[config.mk]
export PLATFORM = sky130hd
export DESIGN_NAME = selc_synth_ctrl
export DESIGN_NICKNAME = d
export VERILOG_FILES = /design/src/verilog/selc_pkg.sv /design/src/verilog/selc_synth_ctrl.sv
export SDC_FILE = /design/constraint.sdc
export NUM_CORES = 1
export LEC_CHECK = 0
export BUFFER_PORTS_ARGS = -buffer_cell sky130_fd_sc_hd__buf_2
export CORE_MARGIN = 2
export CORE_UTILIZATION = 58
export DETAILED_ROUTE_END_ITERATION = 7
export PLACE_DENSITY = 0.9
export SYNTH_ARGS = -nofsm -noshare
export SYNTH_HDL_FRONTEND = slang
export SYNTH_SLANG_ARGS = --single-unit
[constraint.sdc]
create_clock -name clk -period 3.5 [get_ports clk]
set_input_delay 0.7 -clock clk [delete_from_list [all_inputs] [get_ports clk]]
set_output_delay 0.7 -clock clk [all_outputs]
set_load 0.05 [all_outputs]
[src/verilog/selc_pkg.sv]
package selc_pkg;
   localparam int ADDR_W = 16;
   localparam int DATA_W = 16;
   localparam int FBDIV_W = 7;
   localparam int PREDIV_W = 2;
   localparam int RATE_W = 2;
   localparam int PER_W = 12;
   localparam int GOOD_W = 5;
   localparam int EV_W = 2;

   localparam logic [ADDR_W-1:0] FBDIV_OFS = 16'hf000;
   localparam logic [ADDR_W-1:0] PREDIV_OFS = 16'hf001;
   localparam logic [ADDR_W-1:0] SRC_OFS = 16'hf002;
   localparam logic [ADDR_W-1:0] RUN_OFS = 16'hf003;
   localparam logic [ADDR_W-1:0] LOCK_OFS = 16'hf004;
   localparam logic [ADDR_W-1:0] CLOCK_OUT_PIN_OFS = 16'hf005;
   localparam logic [ADDR_W-1:0] IRQ_STS_OFS = 16'hf00a;
   localparam logic [ADDR_W-1:0] IRQ_MASK_OFS = 16'hf00b;

   localparam int RUN_BIT = 0;
   localparam int LOCK_BIT = 0;
   localparam int SRC_BIT = 0;
   localparam int OUT_EN_BIT = 0;
   localparam int RATE_LSB = 1;
   localparam int EV_LOCK_BIT = 0;
   localparam int EV_UNLOCK_BIT = 1;

   localparam logic [FBDIV_W-1:0] FBDIV_RST = 7'h60;
   localparam logic [PREDIV_W-1:0] PREDIV_RST = 2'h0;
   localparam logic [RATE_W-1:0] RATE_RST = 2'h0;
   localparam logic [DATA_W-1:0] DATA_RST = 16'h0000;

   localparam int CLK_PERIOD_PS = 4000;
   localparam int REF_TIMEOUT_NS = 2000;
   localparam int REF_TIMEOUT_CYC = (REF_TIMEOUT_NS * 1000) / CLK_PERIOD_PS;
   localparam int LOCK_PERIODS = 16;

   typedef enum logic [1:0] {
      SELC_IDLE = 2'b00,
      SELC_ACQ = 2'b01,
      SELC_LOCKED = 2'b10
   } selc_state_e;
endpackage : selc_pkg

[src/verilog/selc_synth_ctrl.sv]
// Functional notes
// - No lock attempt until run bit set
// - Run bit low: no synth clock, downstream idle
// - Run rising edge activates all pending settings
// - Clock-out writes wait for next run edge
// - Lock flag read-only bit 0, cleared at reset
// - Lock needs reference, valid settings, run, settling
// - Rate code selects 1x/2x/4x/8x predivider output
// - Nominal rates 3.072 to 24.576 MHz ascending
// - Output enable drives pin, else high impedance
// - Run, lock, clock-out registers reset to zero
// - Prescaler divides reference by 1/2/4/8
// - Source select routes reference or synth clock
//
// Chosen here: the plain strobed port.
module selc_synth_ctrl
   import selc_pkg::*;
(
   input wire logic clk,
   input wire logic rst_b,
   input wire logic clk_en,
   input wire logic [ADDR_W-1:0] addr,
   input wire logic [DATA_W-1:0] wdata,
   input wire logic wr_stb,
   input wire logic rd_stb,
   output logic [DATA_W-1:0] rdata,
   input wire logic reference_clock_input,
   output logic clock_out_pin,
   output logic clock_out_pin_oe,
   output logic synth_clk_valid,
   output logic core_clock_source_sel,
   output logic [FBDIV_W-1:0] feedback_divider_act,
   output logic [PREDIV_W-1:0] prescale_divider_act,
   output logic irq
);
   // Pending (software) copies
   logic [FBDIV_W-1:0] fbdiv_q, fbdiv_d;
   logic [PREDIV_W-1:0] prediv_q, prediv_d;
   logic src_q, src_d;
   logic run_q, run_d;
   logic run_prev_q, run_prev_d;
   logic [RATE_W-1:0] rate_q, rate_d;
   logic out_en_q, out_en_d;
   // Active copies
   logic [FBDIV_W-1:0] act_fbdiv_q, act_fbdiv_d;
   logic [PREDIV_W-1:0] act_prediv_q, act_prediv_d;
   logic act_src_q, act_src_d;
   logic [RATE_W-1:0] act_rate_q, act_rate_d;
   logic act_out_en_q, act_out_en_d;
   // Interrupt
   logic [EV_W-1:0] sts_q, sts_d;
   logic [EV_W-1:0] mask_q, mask_d;
   logic irq_q, irq_d;
   logic [DATA_W-1:0] rdata_q, rdata_d;
   // Lock tracking
   logic ref_s1_q, ref_s2_q, ref_s3_q;
   logic [2:0] pre_cnt_q, pre_cnt_d;
   logic [PER_W-1:0] per_cnt_q, per_cnt_d;
   logic [PER_W-1:0] per_q, per_d;
   logic [GOOD_W-1:0] good_q, good_d;
   selc_state_e state_q, state_d;
   logic valid_q, valid_d;
   // Clock out
   logic [PER_W-1:0] oc_cnt_q, oc_cnt_d;
   logic out_q, out_d;
   logic oe_q, oe_d;

   logic run_rise;
   logic ref_rise;
   logic pre_tick;
   logic timeout;
   logic [2:0] pre_max;
   logic [PER_W-1:0] half;
   logic [EV_W-1:0] ev;

   localparam logic [PER_W-1:0] TIMEOUT_C = PER_W'(REF_TIMEOUT_CYC);
   localparam logic [GOOD_W-1:0] GOOD_LAST = GOOD_W'(LOCK_PERIODS - 1);

   // Register file and activation
   always_comb begin
      fbdiv_d = fbdiv_q;
      prediv_d = prediv_q;
      src_d = src_q;
      run_d = run_q;
      rate_d = rate_q;
      out_en_d = out_en_q;
      mask_d = mask_q;
      run_prev_d = run_q;
      run_rise = run_q & ~run_prev_q;
      act_fbdiv_d = act_fbdiv_q;
      act_prediv_d = act_prediv_q;
      act_src_d = act_src_q;
      act_rate_d = act_rate_q;
      act_out_en_d = act_out_en_q;
      if (run_rise) begin
         act_fbdiv_d = fbdiv_q;
         act_prediv_d = prediv_q;
         act_src_d = src_q;
         act_rate_d = rate_q;
         act_out_en_d = out_en_q;
      end
      sts_d = sts_q;
      if (wr_stb) begin
         if (addr == FBDIV_OFS) begin
            fbdiv_d = wdata[FBDIV_W-1:0];
         end else if (addr == PREDIV_OFS) begin
            prediv_d = wdata[PREDIV_W-1:0];
         end else if (addr == SRC_OFS) begin
            src_d = wdata[SRC_BIT];
         end else if (addr == RUN_OFS) begin
            run_d = wdata[RUN_BIT];
         end else if (addr == CLOCK_OUT_PIN_OFS) begin
            rate_d = wdata[RATE_LSB +: RATE_W];
            out_en_d = wdata[OUT_EN_BIT];
         end else if (addr == IRQ_STS_OFS) begin
            sts_d = sts_q & ~wdata[EV_W-1:0];
         end else if (addr == IRQ_MASK_OFS) begin
            mask_d = wdata[EV_W-1:0];
         end
      end
      // Hardware set wins over a same-cycle clear
      sts_d = sts_d | ev;
      irq_d = |(sts_d & mask_d);
      rdata_d = DATA_RST;
      if (rd_stb) begin
         if (addr == FBDIV_OFS) begin
            rdata_d[FBDIV_W-1:0] = fbdiv_q;
         end else if (addr == PREDIV_OFS) begin
            rdata_d[PREDIV_W-1:0] = prediv_q;
         end else if (addr == SRC_OFS) begin
            rdata_d[SRC_BIT] = src_q;
         end else if (addr == RUN_OFS) begin
            rdata_d[RUN_BIT] = run_q;
         end else if (addr == LOCK_OFS) begin
            rdata_d[LOCK_BIT] = valid_q;
         end else if (addr == CLOCK_OUT_PIN_OFS) begin
            rdata_d[RATE_LSB +: RATE_W] = rate_q;
            rdata_d[OUT_EN_BIT] = out_en_q;
         end else if (addr == IRQ_STS_OFS) begin
            rdata_d[EV_W-1:0] = sts_q;
         end else if (addr == IRQ_MASK_OFS) begin
            rdata_d[EV_W-1:0] = mask_q;
         end
      end
   end

   always_ff @(posedge clk or negedge rst_b) begin
      if (!rst_b) begin
         fbdiv_q <= FBDIV_RST;
         prediv_q <= PREDIV_RST;
         src_q <= 1'b0;
         run_q <= 1'b0;
         run_prev_q <= 1'b0;
         rate_q <= RATE_RST;
         out_en_q <= 1'b0;
         act_fbdiv_q <= FBDIV_RST;
         act_prediv_q <= PREDIV_RST;
         act_src_q <= 1'b0;
         act_rate_q <= RATE_RST;
         act_out_en_q <= 1'b0;
         sts_q <= '0;
         mask_q <= '0;
         irq_q <= 1'b0;
         rdata_q <= DATA_RST;
      end else if (clk_en) begin
         fbdiv_q <= fbdiv_d;
         prediv_q <= prediv_d;
         src_q <= src_d;
         run_q <= run_d;
         run_prev_q <= run_prev_d;
         rate_q <= rate_d;
         out_en_q <= out_en_d;
         act_fbdiv_q <= act_fbdiv_d;
         act_prediv_q <= act_prediv_d;
         act_src_q <= act_src_d;
         act_rate_q <= act_rate_d;
         act_out_en_q <= act_out_en_d;
         sts_q <= sts_d;
         mask_q <= mask_d;
         irq_q <= irq_d;
         rdata_q <= rdata_d;
      end
   end

   // Reference prescaler, period measurement and lock tracking
   always_comb begin
      ref_rise = ref_s2_q & ~ref_s3_q;
      pre_max = 3'((4'h1 << act_prediv_q) - 4'h1);
      pre_tick = 1'b0;
      pre_cnt_d = pre_cnt_q;
      if (state_q == SELC_IDLE) begin
         pre_cnt_d = 3'h0;
      end else if (ref_rise) begin
         if (pre_cnt_q >= pre_max) begin
            pre_cnt_d = 3'h0;
            pre_tick = 1'b1;
         end else begin
            pre_cnt_d = pre_cnt_q + 3'h1;
         end
      end
      // Missing reference edges count as an unstable input
      timeout = (per_cnt_q >= TIMEOUT_C);
      per_cnt_d = per_cnt_q;
      per_d = per_q;
      if (state_q == SELC_IDLE || pre_tick) begin
         per_cnt_d = PER_W'(1);
      end else if (!timeout) begin
         per_cnt_d = per_cnt_q + PER_W'(1);
      end
      if (pre_tick) begin
         per_d = per_cnt_q;
      end
      good_d = good_q;
      state_d = state_q;
      ev = '0;
      case (state_q)
         SELC_IDLE: begin
            good_d = '0;
            // Wait for the commit cycle, so the divider judged is the new one
            if (run_q && run_prev_q && act_fbdiv_q != '0) begin
               state_d = SELC_ACQ;
            end
         end
         SELC_ACQ: begin
            if (!run_q) begin
               state_d = SELC_IDLE;
            end else if (timeout) begin
               good_d = '0;
            end else if (pre_tick) begin
               if (good_q == GOOD_LAST) begin
                  state_d = SELC_LOCKED;
                  ev[EV_LOCK_BIT] = 1'b1;
               end else begin
                  good_d = good_q + GOOD_W'(1);
               end
            end
         end
         SELC_LOCKED: begin
            if (!run_q) begin
               state_d = SELC_IDLE;
               ev[EV_UNLOCK_BIT] = 1'b1;
            end else if (timeout) begin
               state_d = SELC_ACQ;
               good_d = '0;
               ev[EV_UNLOCK_BIT] = 1'b1;
            end
         end
         default: begin
            state_d = SELC_IDLE;
         end
      endcase
      valid_d = (state_d == SELC_LOCKED);
   end

   // Reference is asynchronous: two flops before any logic reads it
   always_ff @(posedge clk or negedge rst_b) begin
      if (!rst_b) begin
         ref_s1_q <= 1'b0;
         ref_s2_q <= 1'b0;
         ref_s3_q <= 1'b0;
         pre_cnt_q <= 3'h0;
         per_cnt_q <= PER_W'(1);
         per_q <= '0;
         good_q <= '0;
         state_q <= SELC_IDLE;
         valid_q <= 1'b0;
      end else if (clk_en) begin
         ref_s1_q <= reference_clock_input;
         ref_s2_q <= ref_s1_q;
         ref_s3_q <= ref_s2_q;
         pre_cnt_q <= pre_cnt_d;
         per_cnt_q <= per_cnt_d;
         per_q <= per_d;
         good_q <= good_d;
         state_q <= state_d;
         valid_q <= valid_d;
      end
   end

   // Output clock: measured predivider period split by the rate code.
   // Resolution is one system clock, so high multiples show jitter.
   always_comb begin
      half = per_q >> ({1'b0, act_rate_q} + 3'h1);
      if (half == '0) begin
         half = PER_W'(1);
      end
      oc_cnt_d = oc_cnt_q;
      out_d = out_q;
      if (state_q != SELC_LOCKED) begin
         oc_cnt_d = '0;
         out_d = 1'b0;
      end else if (oc_cnt_q + PER_W'(1) >= half) begin
         oc_cnt_d = '0;
         out_d = ~out_q;
      end else begin
         oc_cnt_d = oc_cnt_q + PER_W'(1);
      end
      // Same edge as the other active settings, no extra lag on the pin
      oe_d = act_out_en_d;
   end

   always_ff @(posedge clk or negedge rst_b) begin
      if (!rst_b) begin
         oc_cnt_q <= '0;
         out_q <= 1'b0;
         oe_q <= 1'b0;
      end else if (clk_en) begin
         oc_cnt_q <= oc_cnt_d;
         out_q <= out_d;
         oe_q <= oe_d;
      end
   end

   assign rdata = rdata_q;
   assign clock_out_pin = out_q;
   assign clock_out_pin_oe = oe_q;
   assign synth_clk_valid = valid_q;
   assign core_clock_source_sel = act_src_q;
   assign feedback_divider_act = act_fbdiv_q;
   assign prescale_divider_act = act_prediv_q;
   assign irq = irq_q;
endmodule : selc_synth_ctrl

---- Yosys cells after proc, flatten, opt, wreduce, memory -nomap -nowiden ----
Cells that the tools add are included.
operators by class
  $lt $le $gt $ge ......................... 3
  shifts and indexed selects .............. 2
  bitwise gates (word level) .............. 13
  reductions and logical operators ........ 21
  equal/unequal tests ..................... 19
  $add $sub $neg .......................... 6
  mux-type cells .......................... 67
operators with widths
  kind                                                   number
  equality test 16 bit (second input constant)           8
  two-way mux 12 bit                                     5
  two-way mux 2 bit                                      29
  two-way mux 5 bit                                      6
  adder 12 x 1 -> 12 bit (second input constant)         2
  two-way mux 1 bit                                      19
  case mux 5 bit (3 select lines)                        1
  AND reduction 7 bit                                    2
  >= comparator 12 bit                                   1
  >= comparator 12 x 9 -> 1 bit (second input constant)  1
  zero test 12 bit                                       1
  two-way mux 3 bit                                      4
  right shift 12 x 3 -> 12 bit                           1
  AND reduction 2 bit                                    5
  inequality test 2 bit (second input constant)          4
  two-way mux 7 bit                                      1
  NOT 1 bit                                              7
  nonzero test 7 bit                                     1
  inequality test 3 bit (second input constant)          2
  case mux 2 bit (3 select lines)                        1
  AND reduction 6 bit                                    1
  adder 5 x 1 -> 5 bit (second input constant)           1
  equality test 5 x 4 -> 1 bit (second input constant)   1
  AND reduction 5 bit                                    1
  21 further kinds                                       26
word-level totals
  flip-flop bits (word level) ............. 91
  word-level logic and storage cells ...... 158
  input bits .............................. 38
  output and inout port bits .............. 30

---- Longest topological paths before layout ----
Gate-level depths: netlist (run 1).
  word-level depth ........................ 13
  depth in mapped cells ................... 15

---- Least setup slack after synthesis (run 1) ----
OpenSTA, ideal clock, no wires.
  path kind ............................... register to register
  from .................................... register act_rate_q[0]
  to ...................................... register oc_cnt_q[9]
  arrival ................................. 2.773 ns
  setup slack ............................. 0.606 ns
  cell stages (with the launch flop) ...... 15
  clock period less this slack ............ 2.894 ns
  path through ............................ dfrtp_1 > clkbuf_1 > clkbuf_1 > mux2_2 > nand3_1 > nor3_1 > a211o_1 > ha_1 > nor2b_1 > o21ai_0 > a21oi_1 > o2111ai_1 > buf_4 > o21ai_0 > a22o_1
on the way
  word-level cells in the longest chain between the ends .. 7
RTL lines
  element                           line                    text
  start, declared                   selc_synth_ctrl.sv:48   logic [RATE_W-1:0] act_rate_q, act_rate_d;
  start signal, assigned            selc_synth_ctrl.sv:176  act_rate_q <= act_rate_d;
  adder 2 x 1 -> 3 bit (*)          selc_synth_ctrl.sv:283  half = per_q >> ({1'b0, act_rate_q} + 3'h1);
  right shift 12 x 3 -> 12 bit (*)  selc_synth_ctrl.sv:283
  zero test 12 bit                  selc_synth_ctrl.sv:284  if (half == '0) begin
  two-way mux 12 bit (*)            selc_synth_ctrl.sv:284
  >= comparator 12 bit (*)          selc_synth_ctrl.sv:292  end else if (oc_cnt_q + PER_W'(1) >= half) begin
  two-way mux 12 bit (*)            selc_synth_ctrl.sv:292
  two-way mux 12 bit (*)            selc_synth_ctrl.sv:289  if (state_q != SELC_LOCKED) begin
  end signal, assigned              selc_synth_ctrl.sv:308  oc_cnt_q <= oc_cnt_d;
  end, declared                     selc_synth_ctrl.sv:64   logic [PER_W-1:0] oc_cnt_q, oc_cnt_d;
Every way passes the cells marked *; elsewhere a longest branch is shown, timed or not.
A chain may end at the register's enable or synchronous reset.

---- Worst setup path after layout (run 1) ----
  from .................................... register oc_cnt_q[2]
  to ...................................... register oc_cnt_q[2]
on the way
  word-level cells in the longest chain between the ends .. 4
RTL lines
  element                     line
  adder 12 x 1 -> 12 bit (*)  selc_synth_ctrl.sv:292, selc_synth_ctrl.sv:296
  >= comparator 12 bit        selc_synth_ctrl.sv:292
  two-way mux 12 bit (*)      selc_synth_ctrl.sv:292
  two-way mux 12 bit (*)      selc_synth_ctrl.sv:289
Marked as above.

==> results.md, run 1 <==
* Worst endpoint required time at 3.81 ns
* Setup repair after global routing missed its margin: false
* Seq cells post-synth at 90
* 1st-pass router iterations at 5
* Die area at 0.00930 sq mm
* Fillers at 598
* Register area share after synthesis at 45.6%
* Starting DRT DRC Count at 131
* Vias post-DR at 3893
* Slew Limit Fails at 0
* VDD IR max at 0.000293 V
* Input/output buffers at 49
* Most frequent cells in the layout: dfrtp_1, buf_2, mux2_2
* Gp weighted congestion at 0.899
* Worst clock skew at 0.0173 ns
* Clock Latency Late Sink at 0.36 ns
* Clock power share at 38.6%
* Worst setup path class: register to register
* Postcts setup bufs at 0
* Post-CTS Resized at 0
* Min Clock Period, post-route at 3.10 ns
* Post-route ant nets at 0
* Clock Sinks at 90
* TritonCTS clock tree: yes
* Synth Cell Area at 0.00495 sq mm
* First-pass GRT wire length at 18.4 mm
* Final WL at 11.1 mm
* Dominant cell type by area after synthesis: dfrtp_1
* Mapped Cells at 475
* Initial antenna violation count at 0
* Comb pwr share at 7.7%
* CTS root buf: clkbuf_8
* GRT Util Overall at 25.7%
* Normalized max-slew margin at 50.3%
* Part of the cycle the worst path needs at 88.7%
* Core area at 0.00826 sq mm
* Hold Fails Final Rpt at 0
* Synth top area cells: dfrtp_1, mux2_2, ha_1
* Commonest non-fill, non-tap cell in the layout: dfrtp_1
* Most used DFF post-synth: dfrtp_1
* DR WL/cell at 17.5 um
* Psw at 0.536 mW
* Synth unique cells at 56
* Sum Neg Setup Slack at 0 ns
* H-tree levels at 3
* Synth top area share at 42.9%
* Run status: finished, final reports clean
* Largest net degree at the start of global routing at 34
* Pwr/cell area at 362 mW/mm^2
* Sw frac at 26.9%
* Setup crit end kind: register
* Die boundary width at 96.4 um
* Critical Path Fanout Max at 8
* CP arrival at 3.42 ns
* Rows at 33
* Ys async rst share at 100%
* NumNets Final at 581
* Clock slew at reported path FFs at 0.10 ns
* Final cell utilization of the core at 66.6%
* HP Class: primary input to async pin
* Reg power frac at 53.8%
* DRC Markers at 0
* Total CTS buffers at 9
* Post-CTS Hold Fix Bufs at 0
* HPWL Detailed at 8.10 mm
* Finish-stage setup viols at 0
* Tightest Pin Transition at 0.743 ns
* Lkg Pwr at 2.61 nW
* Vias/cell at 6.15
* DIE HEIGHT at 96.4 um
* Max cap viols at 0
* Layout area overhead at 11.1%
* IO Pins at 68
* Syn_area_per_cell at 10.4 sq um
* Clock Tree Buf Depth at 2
* Critical Path Start Type: register
* EDFF count, synth at 0
* Ys Warns at 0
* Fmax at 0.322 GHz
* Starting Density at 60.0%
* Congestion Overflow GR at 0
* Vias in the first global route at 3934
* ANT cells at 0
* Layout cells sized above 1 at 25.2%
* Int Pwr at 1.45 mW
[power by group through the flow]
stage	Combinational, mW	Sequential, mW	Clock, mW
finish	0.153	1.07	0.767
global route	0.168	1.07	0.825
CTS	0.152	1.07	0.777
detailed placement	0.151	1.09	0
global placement	0.146	1.09	0
floorplan	0.0875	1.09	0
[critical path, cell delays in order, from the launching register on]
cell and delay (ns):
dfrtp_1 0.48, nand4_1 0.26, nor2_1 0.25, and3_1 0.24, xor2_1 0.19, ha_1 0.27, a211oi_1 0.28, o21ai_0 0.12
a21oi_1 0.17, o2111ai_2 0.24, buf_4 0.24, nor4_1 0.20, a21o_1 0.11
[cells by family (layout without fill, tap and decap cells)]
kind of cell / Yosys count / after routing / share of synthesized area [%]
xor+xnor: 15 / 15 / 2.65
other cells: 1 / 9 / 0.0757
mux: 63 / 63 / 13.9
buf+inv: 49 / 94 / 4.57
simple gates: 139 / 139 / 14.7
flops: 90 / 90 / 45.6
compound gates: 98 / 98 / 13.5
fa+ha+maj: 20 / 20 / 5.05
[sequential cells by signal, indices dropped and copies added (netlist names), 2 cells and up]
name                  flops
oc_cnt_q                 12
per_cnt_q                12
per_q                    11
fbdiv_q                   7
feedback_divider_act      7
rdata                     7
good_q                    5
pre_cnt_q                 3
act_rate_q                2
mask_q                    2
prediv_q                  2
prescale_divider_act      2
rate_q                    2
state_q                   2
sts_q                     2
[per-layer routing]
metal | global-route usage [%] | vias up | wire [um] | part of all wire (%)
met5 | 0 | - | 0 | 0
met4 | 6.92 | 0 | 190 | 1.7
met3 | 5.59 | 20 | 570 | 5.1
met2 | 45.3 | 141 | 5620 | 51
met1 | 32.0 | 1914 | 4700 | 42
li1 | - | 1818 | - | -
[per-stage QoR]
step | hold slack [ns] | cell area, sq um | power [mW] | std cells | setup slack, ns
after floorplan | 0.404 | 4980 | 1.18 | 483 | 0.606
after global placement | 0.474 | 5280 | 1.23 | 617 | 0.273
after CTS | 0.231 | 5490 | 2.00 | 633 | 0.223
after detailed placement | 0.476 | 5280 | 1.24 | 617 | 0.230
final | 0.229 | 5500 | 1.99 | 633 | 0.395
after global routing | 0.240 | 5500 | 2.06 | 633 | 0.0443
[path summary, 6_finish.rpt]
kind | endpoint | start | slack, ns | cells after the start
worst max-delay path | oc_cnt_q[2] | oc_cnt_q[2] | 0.40 | 12
worst min-delay path | oc_cnt_q[3] | rst_b | 0.23 | 1
worst max register to register | oc_cnt_q[2] | oc_cnt_q[2] | 0.40 | 12
worst min register to register | rdata[1] | rdata[1] | 0.51 | 1
max in group asynchronous | per_cnt_q[0] | rst_b | 2.49 | 2
min in group clk | rdata[1] | rdata[1] | 0.51 | 1
[synthesized netlist by cell type, types with 5 or more instances]
| cell | n |
|---|---|
| nor3_1 | 11 |
| a22o_1 | 8 |
| nor2_1 | 36 |
| nand4_1 | 8 |
| dfrtp_1 | 85 |
| a21o_1 | 8 |
| xnor2_1 | 9 |
| mux2_2 | 47 |
| dfstp_2 | 5 |
| o2bb2ai_1 | 6 |
| a21oi_1 | 13 |
| nand2_1 | 30 |
| and3_1 | 7 |
| clkbuf_1 | 11 |
| o21ai_0 | 28 |
| xor2_1 | 6 |
| nand3_1 | 16 |
| mux2i_1 | 16 |
| ha_1 | 20 |
| buf_4 | 10 |
| nor2b_1 | 7 |
| inv_1 | 21 |
[layout make-up]
type / count / area [sq um] / area share (%)
clock buffer: 9 / 124 / 2.25
clock inverter: 7 / 95.1 / 1.73
multi-input combinational: 344 / 2500 / 45.5
timing repair buffer: 57 / 308 / 5.59
tap: 105 / 131 / 2.39
inverter: 21 / 78.8 / 1.43
sequential: 90 / 2260 / 41.1
No activity file was read; power rests on OpenSTA's default activity.
==> run 2: changes to the inputs <==
Settings changed: ABC_AREA set to 1.
==> run 2 against run 1 <==
Effect of this change: global-route usage down 1.0 points; cell area rose by 1.8%; via count rose by 14%; worst setup slack better by 0.083 ns; die area increased by 3.5%; power decreased by 0.63%; clock-buffer cell count rose by 1; hold slack gained 0.26 ns; combinational power up 14%; critical endpoint is now oc_cnt_q[8].
==> results.md, run 2 <==
* Cell with the most instances after synthesis: nand2_1
* Fin worst setup slack at 0.478 ns
* Post-CTS Resized at 0
* Seq cells post-synth at 90
* Mapped Cells at 642
* Starting DRT DRC Count at 298
* Clock Latency Late Sink at 0.36 ns
* Max stage delay cell, worst path: dfrtp_1
* TritonCTS clock tree: yes
* CTS root buf: clkbuf_8
* Postcts setup bufs at 0
* Rows at 34
* Total CTS buffers at 9
* Fmax at 0.331 GHz
* Adder-Cell Fraction of Synth Area at 4.87%
* Fin Hold WS at 0.493 ns
* Worst setup path class: register to register
* Commonest non-fill, non-tap cell in the layout: nand2_1
* Worst endpoint required time at 3.77 ns
* Input/output buffers at 49
* Congestion Overflow GR at 0
* Hold Fails Final Rpt at 0
* 1st-pass router iterations at 6
* Clock slew at reported path FFs at 0.10 ns
* Clock Sinks at 90
* Final cell utilization of the core at 64.9%
* DR WL/cell at 14.4 um
* Pre-CTS setup slack at 0.496 ns
* Critical path cell sequence: inv_1, nor3_1, nand3_1, nor2_1, xor2_1, ha_1, nand2_1, nor2_1, a211oi_1, nor2_1, nor2_2, nand4_2, o21ai_0
* Layout cells sized above 1 at 15.1%
* Post-route ant nets at 0
* Slew Limit Fails at 0
* Critical Path Start Type: register
* Post-synthesis simple-gate area fraction at 23.0%
* Worst clock skew at 0.0157 ns
* Setup repair after global routing missed its margin: false
* Synth unique cells at 54
* Largest family of logic cells by synthesized area: simple AND/OR/NAND/NOR gates
* Max incr delay on CP at 0.43 ns
* CP arrival at 3.29 ns
* EDFF count, synth at 0
* Post-CTS Hold Fix Bufs at 0
* DIE HEIGHT at 98.1 um
* Clock Tree Buf Depth at 2
* Die boundary width at 98.1 um
* Starting Density at 59.5%
* H-tree levels at 3
* Synth Area in Compound Gates at 15.6%
* Vias/cell at 5.59
* Multiplexer area fraction after synthesis at 0.853%
* Most frequent cells in the layout: nand2_1, dfrtp_1, inv_1
* Core area at 0.00864 sq mm
* Lkg Pwr at 2.73 nW
* Pwr/cell area at 353 mW/mm^2
* GRT Util Overall at 24.6%
* Register area share after synthesis at 44.0%
* Tightest Pin Transition at 1.12 ns
* Initial antenna violation count at 0
* VDD IR max at 0.000205 V
* Buf/Inv on CP at 1
* ANT cells at 0
* Dominant cell type by area after synthesis: dfrtp_1
* NumNets Final at 742
* Run status: finished, final reports clean
* Final Power at 1.98 mW
* IO Pins at 68
* Final WL at 11.5 mm
* DRC Markers at 0
* Setup crit end kind: register
* First-pass GRT wire length at 19.5 mm
* Layout area overhead at 9.09%
* Synth Cell Area at 0.00513 sq mm
* Ys async rst share at 100%
* XOR/XNOR share of the synthesized area at 2.05%
* Synth top area cells: dfrtp_1, nand2_1, o21ai_0
* Part of the cycle the worst path needs at 86.3%
* Normalized max-slew margin at 25.6%
* Most common cell on crit path: nor2_1
* Synth top area share at 41.4%
* Finish-stage setup viols at 0
* HPWL Detailed at 8.31 mm
* Vias post-DR at 4454
* Vias in the first global route at 4265
* Most frequent cells after synthesis: nand2_1, dfrtp_1, inv_1, o21ai_0, nor2_1
* Largest net degree at the start of global routing at 91
* Syn_area_per_cell at 8.00 sq um
* Max cap viols at 0
* Min Clock Period, post-route at 3.02 ns
* Most used DFF post-synth: dfrtp_1
* Regs by FF count: oc_cnt_q x12, per_cnt_q x12, per_q x11
* Cell family with most CP delay: simple AND/OR/NAND/NOR gates
* Gp weighted congestion at 0.963
* Critical Path Fanout Max at 13
* Sum Neg Setup Slack at 0 ns
* Die area at 0.00962 sq mm
* HP Class: register to register
* Ys Warns at 0
[run 2: changes by cell type in the layout (fill, tap and decap cells not counted), moves of 7 or more]
cell,delta
o21ai_0,+41
a21oi_1,+13
mux2i_1,-15
nor2_1,+10
inv_1,+63
nor2b_1,-7
nand2_1,+120
a22o_1,-7
nand3_1,+10
a21o_1,-8
mux2_2,-44
[run 2: report_power, final]
part	internal [mW]	switching (mW)	total [mW]	leakage (nW)
Sequential	1.06	0.0148	1.08	1.18
Combinational	0.0471	0.127	0.174	1.45
Clock	0.349	0.378	0.727	0.0945
Total	1.46	0.519	1.98	2.73
[run 2: per-stage QoR]
stage	area (sq um)	cells
floorplan	5160	650
global placement	5400	781
detailed placement	5400	781
CTS	5600	797
global route	5600	797
finish	5600	797
[run 2: final cells by class]
type | instances | area, sq um
Clock inverter | 6 | 66.3
Inverter | 85 | 319
Clock buffer | 10 | 138
Multi-Input combinational cell | 446 | 2410
Timing Repair Buffer | 52 | 270
Sequential cell | 90 | 2260
Tap cell | 108 | 135
Fill cell | 701 | 3030
[run 2: path summary, 6_finish.rpt]
check                            start           end  slack (ns)  cells past startpoint
setup / recovery           oc_cnt_q[0]   oc_cnt_q[8]        0.48                     13
max in group asynchronous        rst_b     good_q[1]        2.23                      1
min in group asynchronous        rst_b  oc_cnt_q[11]        0.53                      1
hold / removal                rdata[1]      rdata[1]        0.49                      2
hold reg to reg               rdata[1]      rdata[1]        0.49                      2
setup reg to reg           oc_cnt_q[0]   oc_cnt_q[8]        0.48                     13
[run 2: per-layer routing]
layer | part of all wire, % | up-vias | track usage (%)
li1 | - | 2175 | -
met1 | 43 | 2104 | 32.5
met2 | 50 | 153 | 41.9
met3 | 5.1 | 22 | 3.22
met4 | 1.8 | 0 | 8.97
met5 | 0 | - | 0
[run 2: kinds of logic after synthesis]
kind of cell / Yosys count
AO/OA/AOI/OAI: 133
XOR/XNOR: 12
adder cells (fa/ha/maj): 20
buffers and inverters: 114
flip-flops: 90
multiplexers: 4
other: 1
AND/OR/NAND/NOR: 268
[run 2: tightest hold or removal path, stage by stage (launching register included)]
cell and delay [ns]:
dfrtp_1 0.36, nand2_1 0.06, nand2_1 0.05
==> run 3: changes to the inputs <==
Settings changed: CORE_UTILIZATION 58 to 60, CTS_BUF_LIST set to sky130_fd_sc_hd__clkbuf_4 sky130_fd_sc_hd__clkbuf_8, CTS_CLUSTER_DIAMETER set to 30, PLACE_DENSITY 0.9 to 0.93.
==> run 3 against run 2 <==
Effect of this change: sequential power hardly changed; clock-buffer cell count is 1 higher; power is 3.3% lower; cell area is 0.18% lower; critical path type unchanged; highest routed layer unchanged; largest power group unchanged; global-route usage is 2.0 points higher; worst setup slack better by 0.023 ns; critical endpoint is now oc_cnt_q[4]; combinational power hardly changed; wire length is 0.65% lower; utilization is 2.8 points higher.
==> results.md, run 3 (synthesized netlist as in run 2, its figures left out) <==
* Commonest non-fill, non-tap cell in the layout: nand2_1
* Placed Cells at 780
* Total CTS buffers at 9
* Worst clock skew at 0.0110 ns
* Normalized max-slew margin at 43.3%
* Final non-filler cell total at 796
* Post-CTS Hold Fix Bufs at 0
* Run status: finished, final reports clean
* Fillers at 647
* Min Clock Period, post-route at 3.00 ns
* Max cap viols at 0
* DR WL/cell at 14.3 um
* Postcts setup bufs at 0
* Max incr delay on CP at 0.63 ns
* Vias in the first global route at 4387
* H-tree levels at 3
* DRC Markers at 0
* Part of the cycle the worst path needs at 85.7%
* Setup crit end kind: register
* Lkg Pwr at 2.73 nW
* Tightest Pin Transition at 0.848 ns
* Clock Latency Late Sink at 0.36 ns
* VDD IR max at 0.000242 V
* Slew Limit Fails at 0
* Layout area overhead at 8.89%
* Post-route cell area at 0.00559 sq mm
* Worst r2r src: act_rate_q[0]
* Critical Path Start Type: register
* Clock slew at reported path FFs at 0.09 ns
* Worst Setup SP: act_rate_q[0]
* 1st-pass router iterations at 5
* Rows at 33
* NumNets Final at 744
* Setup repair after global routing missed its margin: false
* Pwr/cell area at 342 mW/mm^2
* ANT cells at 0
* Worst setup path class: register to register
* Die area at 0.00931 sq mm
* Post-CTS Resized at 0
* Input/output buffers at 49
* HPWL Detailed at 8.44 mm
* Final cell utilization of the core at 67.7%
* Starting Density at 62.2%
* Finish-stage setup viols at 0
* TritonCTS clock tree: yes
* Critical Path Fanout Max at 18
* Critical path cell sequence: inv_1, o21ai_0, nand2_1, o21ai_0, nand4_1, nor2_1, a31o_2, ha_1, inv_1, a21oi_1, o21ai_0, nand2_1, nand4_2, o21ai_0
* Congestion Overflow GR at 0
* Most common cell on crit path: o21ai_0
* Clock Tree Buf Depth at 2
* First-pass GRT wire length at 19.3 mm
* Sum Neg Setup Slack at 0 ns
* Vias post-DR at 4519
* Largest net degree at the start of global routing at 58
* Final WL at 11.4 mm
* Clock Sinks at 90
* CTS root buf: clkbuf_8
* Regs by FF count: oc_cnt_q x12, per_cnt_q x12, per_q x11
* HP Class: primary input to async pin
* CP arrival at 3.27 ns
* Post-route ant nets at 0
* Hold Fails Final Rpt at 0
* Gp weighted congestion at 0.942
* DIE HEIGHT at 96.5 um
* Starting DRT DRC Count at 374
* Layout cells sized above 1 at 15.3%
* Most frequent cells in the layout: nand2_1, dfrtp_1, inv_1
* IO Pins at 68
* Placed Area at 0.00541 sq mm
* Core area at 0.00826 sq mm
* GRT Util Overall at 26.6%
* Worst endpoint required time at 3.78 ns
* Fmax at 0.334 GHz
* Vias/cell at 5.68
* Max stage delay cell, worst path: dfrtp_1
* Initial antenna violation count at 0
* Die boundary width at 96.5 um
[run 3: cell types whose count changed in the layout (fill, tap and decap cells not counted), sizes merged]
cell / change
buf: +2
inv: +1
clkinvlp: -1
bufinv: -1
clkbuf: +1
[run 3: per-layer routing]
layer | wire, um | global-route usage, % | part of all wire, % | up-vias
met5 | 0 | 0 | 0 | -
li1 | - | - | - | 2180
met2 | 5750 | 46.3 | 50 | 155
met3 | 663 | 5.35 | 5.8 | 30
met1 | 4690 | 32.8 | 41 | 2154
met4 | 287 | 9.98 | 2.5 | 0
[run 3: cell type report]
type | instances | area, sq um | share of cell area (%)
clock buffers | 11 | 145 | 2.60
clock inverters | 5 | 37.5 | 0.671
inverters | 85 | 319 | 5.71
multi-input cells | 446 | 2410 | 43.2
flip-flops and latches | 90 | 2260 | 40.4
well taps | 105 | 131 | 2.35
repair buffers | 54 | 285 | 5.10
[run 3: critical path: cells and delay by family (launching register included)]
family | cells | cell delay [ns]
and+or+nand+nor | 5 | 0.81
adders and majority gates | 1 | 0.13
DFF | 1 | 0.63
buffers and inverters | 2 | 0.24
AOI/OAI and AO/OA | 6 | 1.10
[run 3: final timing paths]
| kind | endpoint | slack (ns) | cells past startpoint |
|---|---|---|---|
| worst max-delay path | oc_cnt_q[4] | 0.50 | 14 |
| worst min-delay path | oc_cnt_q[11] | 0.37 | 1 |
| worst max register to register | oc_cnt_q[4] | 0.50 | 14 |
| worst min register to register | fbdiv_q[5] | 0.49 | 2 |
| max in group asynchronous | per_cnt_q[0] | 2.33 | 2 |
| min in group clk | fbdiv_q[5] | 0.49 | 2 |
[run 3: power by group]
part           internal (mW)  switching, mW
logic                 0.0488          0.128
registers               1.06         0.0136
clock network          0.288          0.372
[run 3: metrics by stage]
step	setup WS [ns]	hold slack, ns	total power, mW
2_1_floorplan	1.15	0.404	1.21
3_3_place_gp	0.714	0.463	1.26
3_5_place_dp	0.560	0.470	1.27
4_1_cts	0.510	0.395	1.92
5_1_grt	0.186	0.418	1.99
6_report	0.502	0.366	1.91
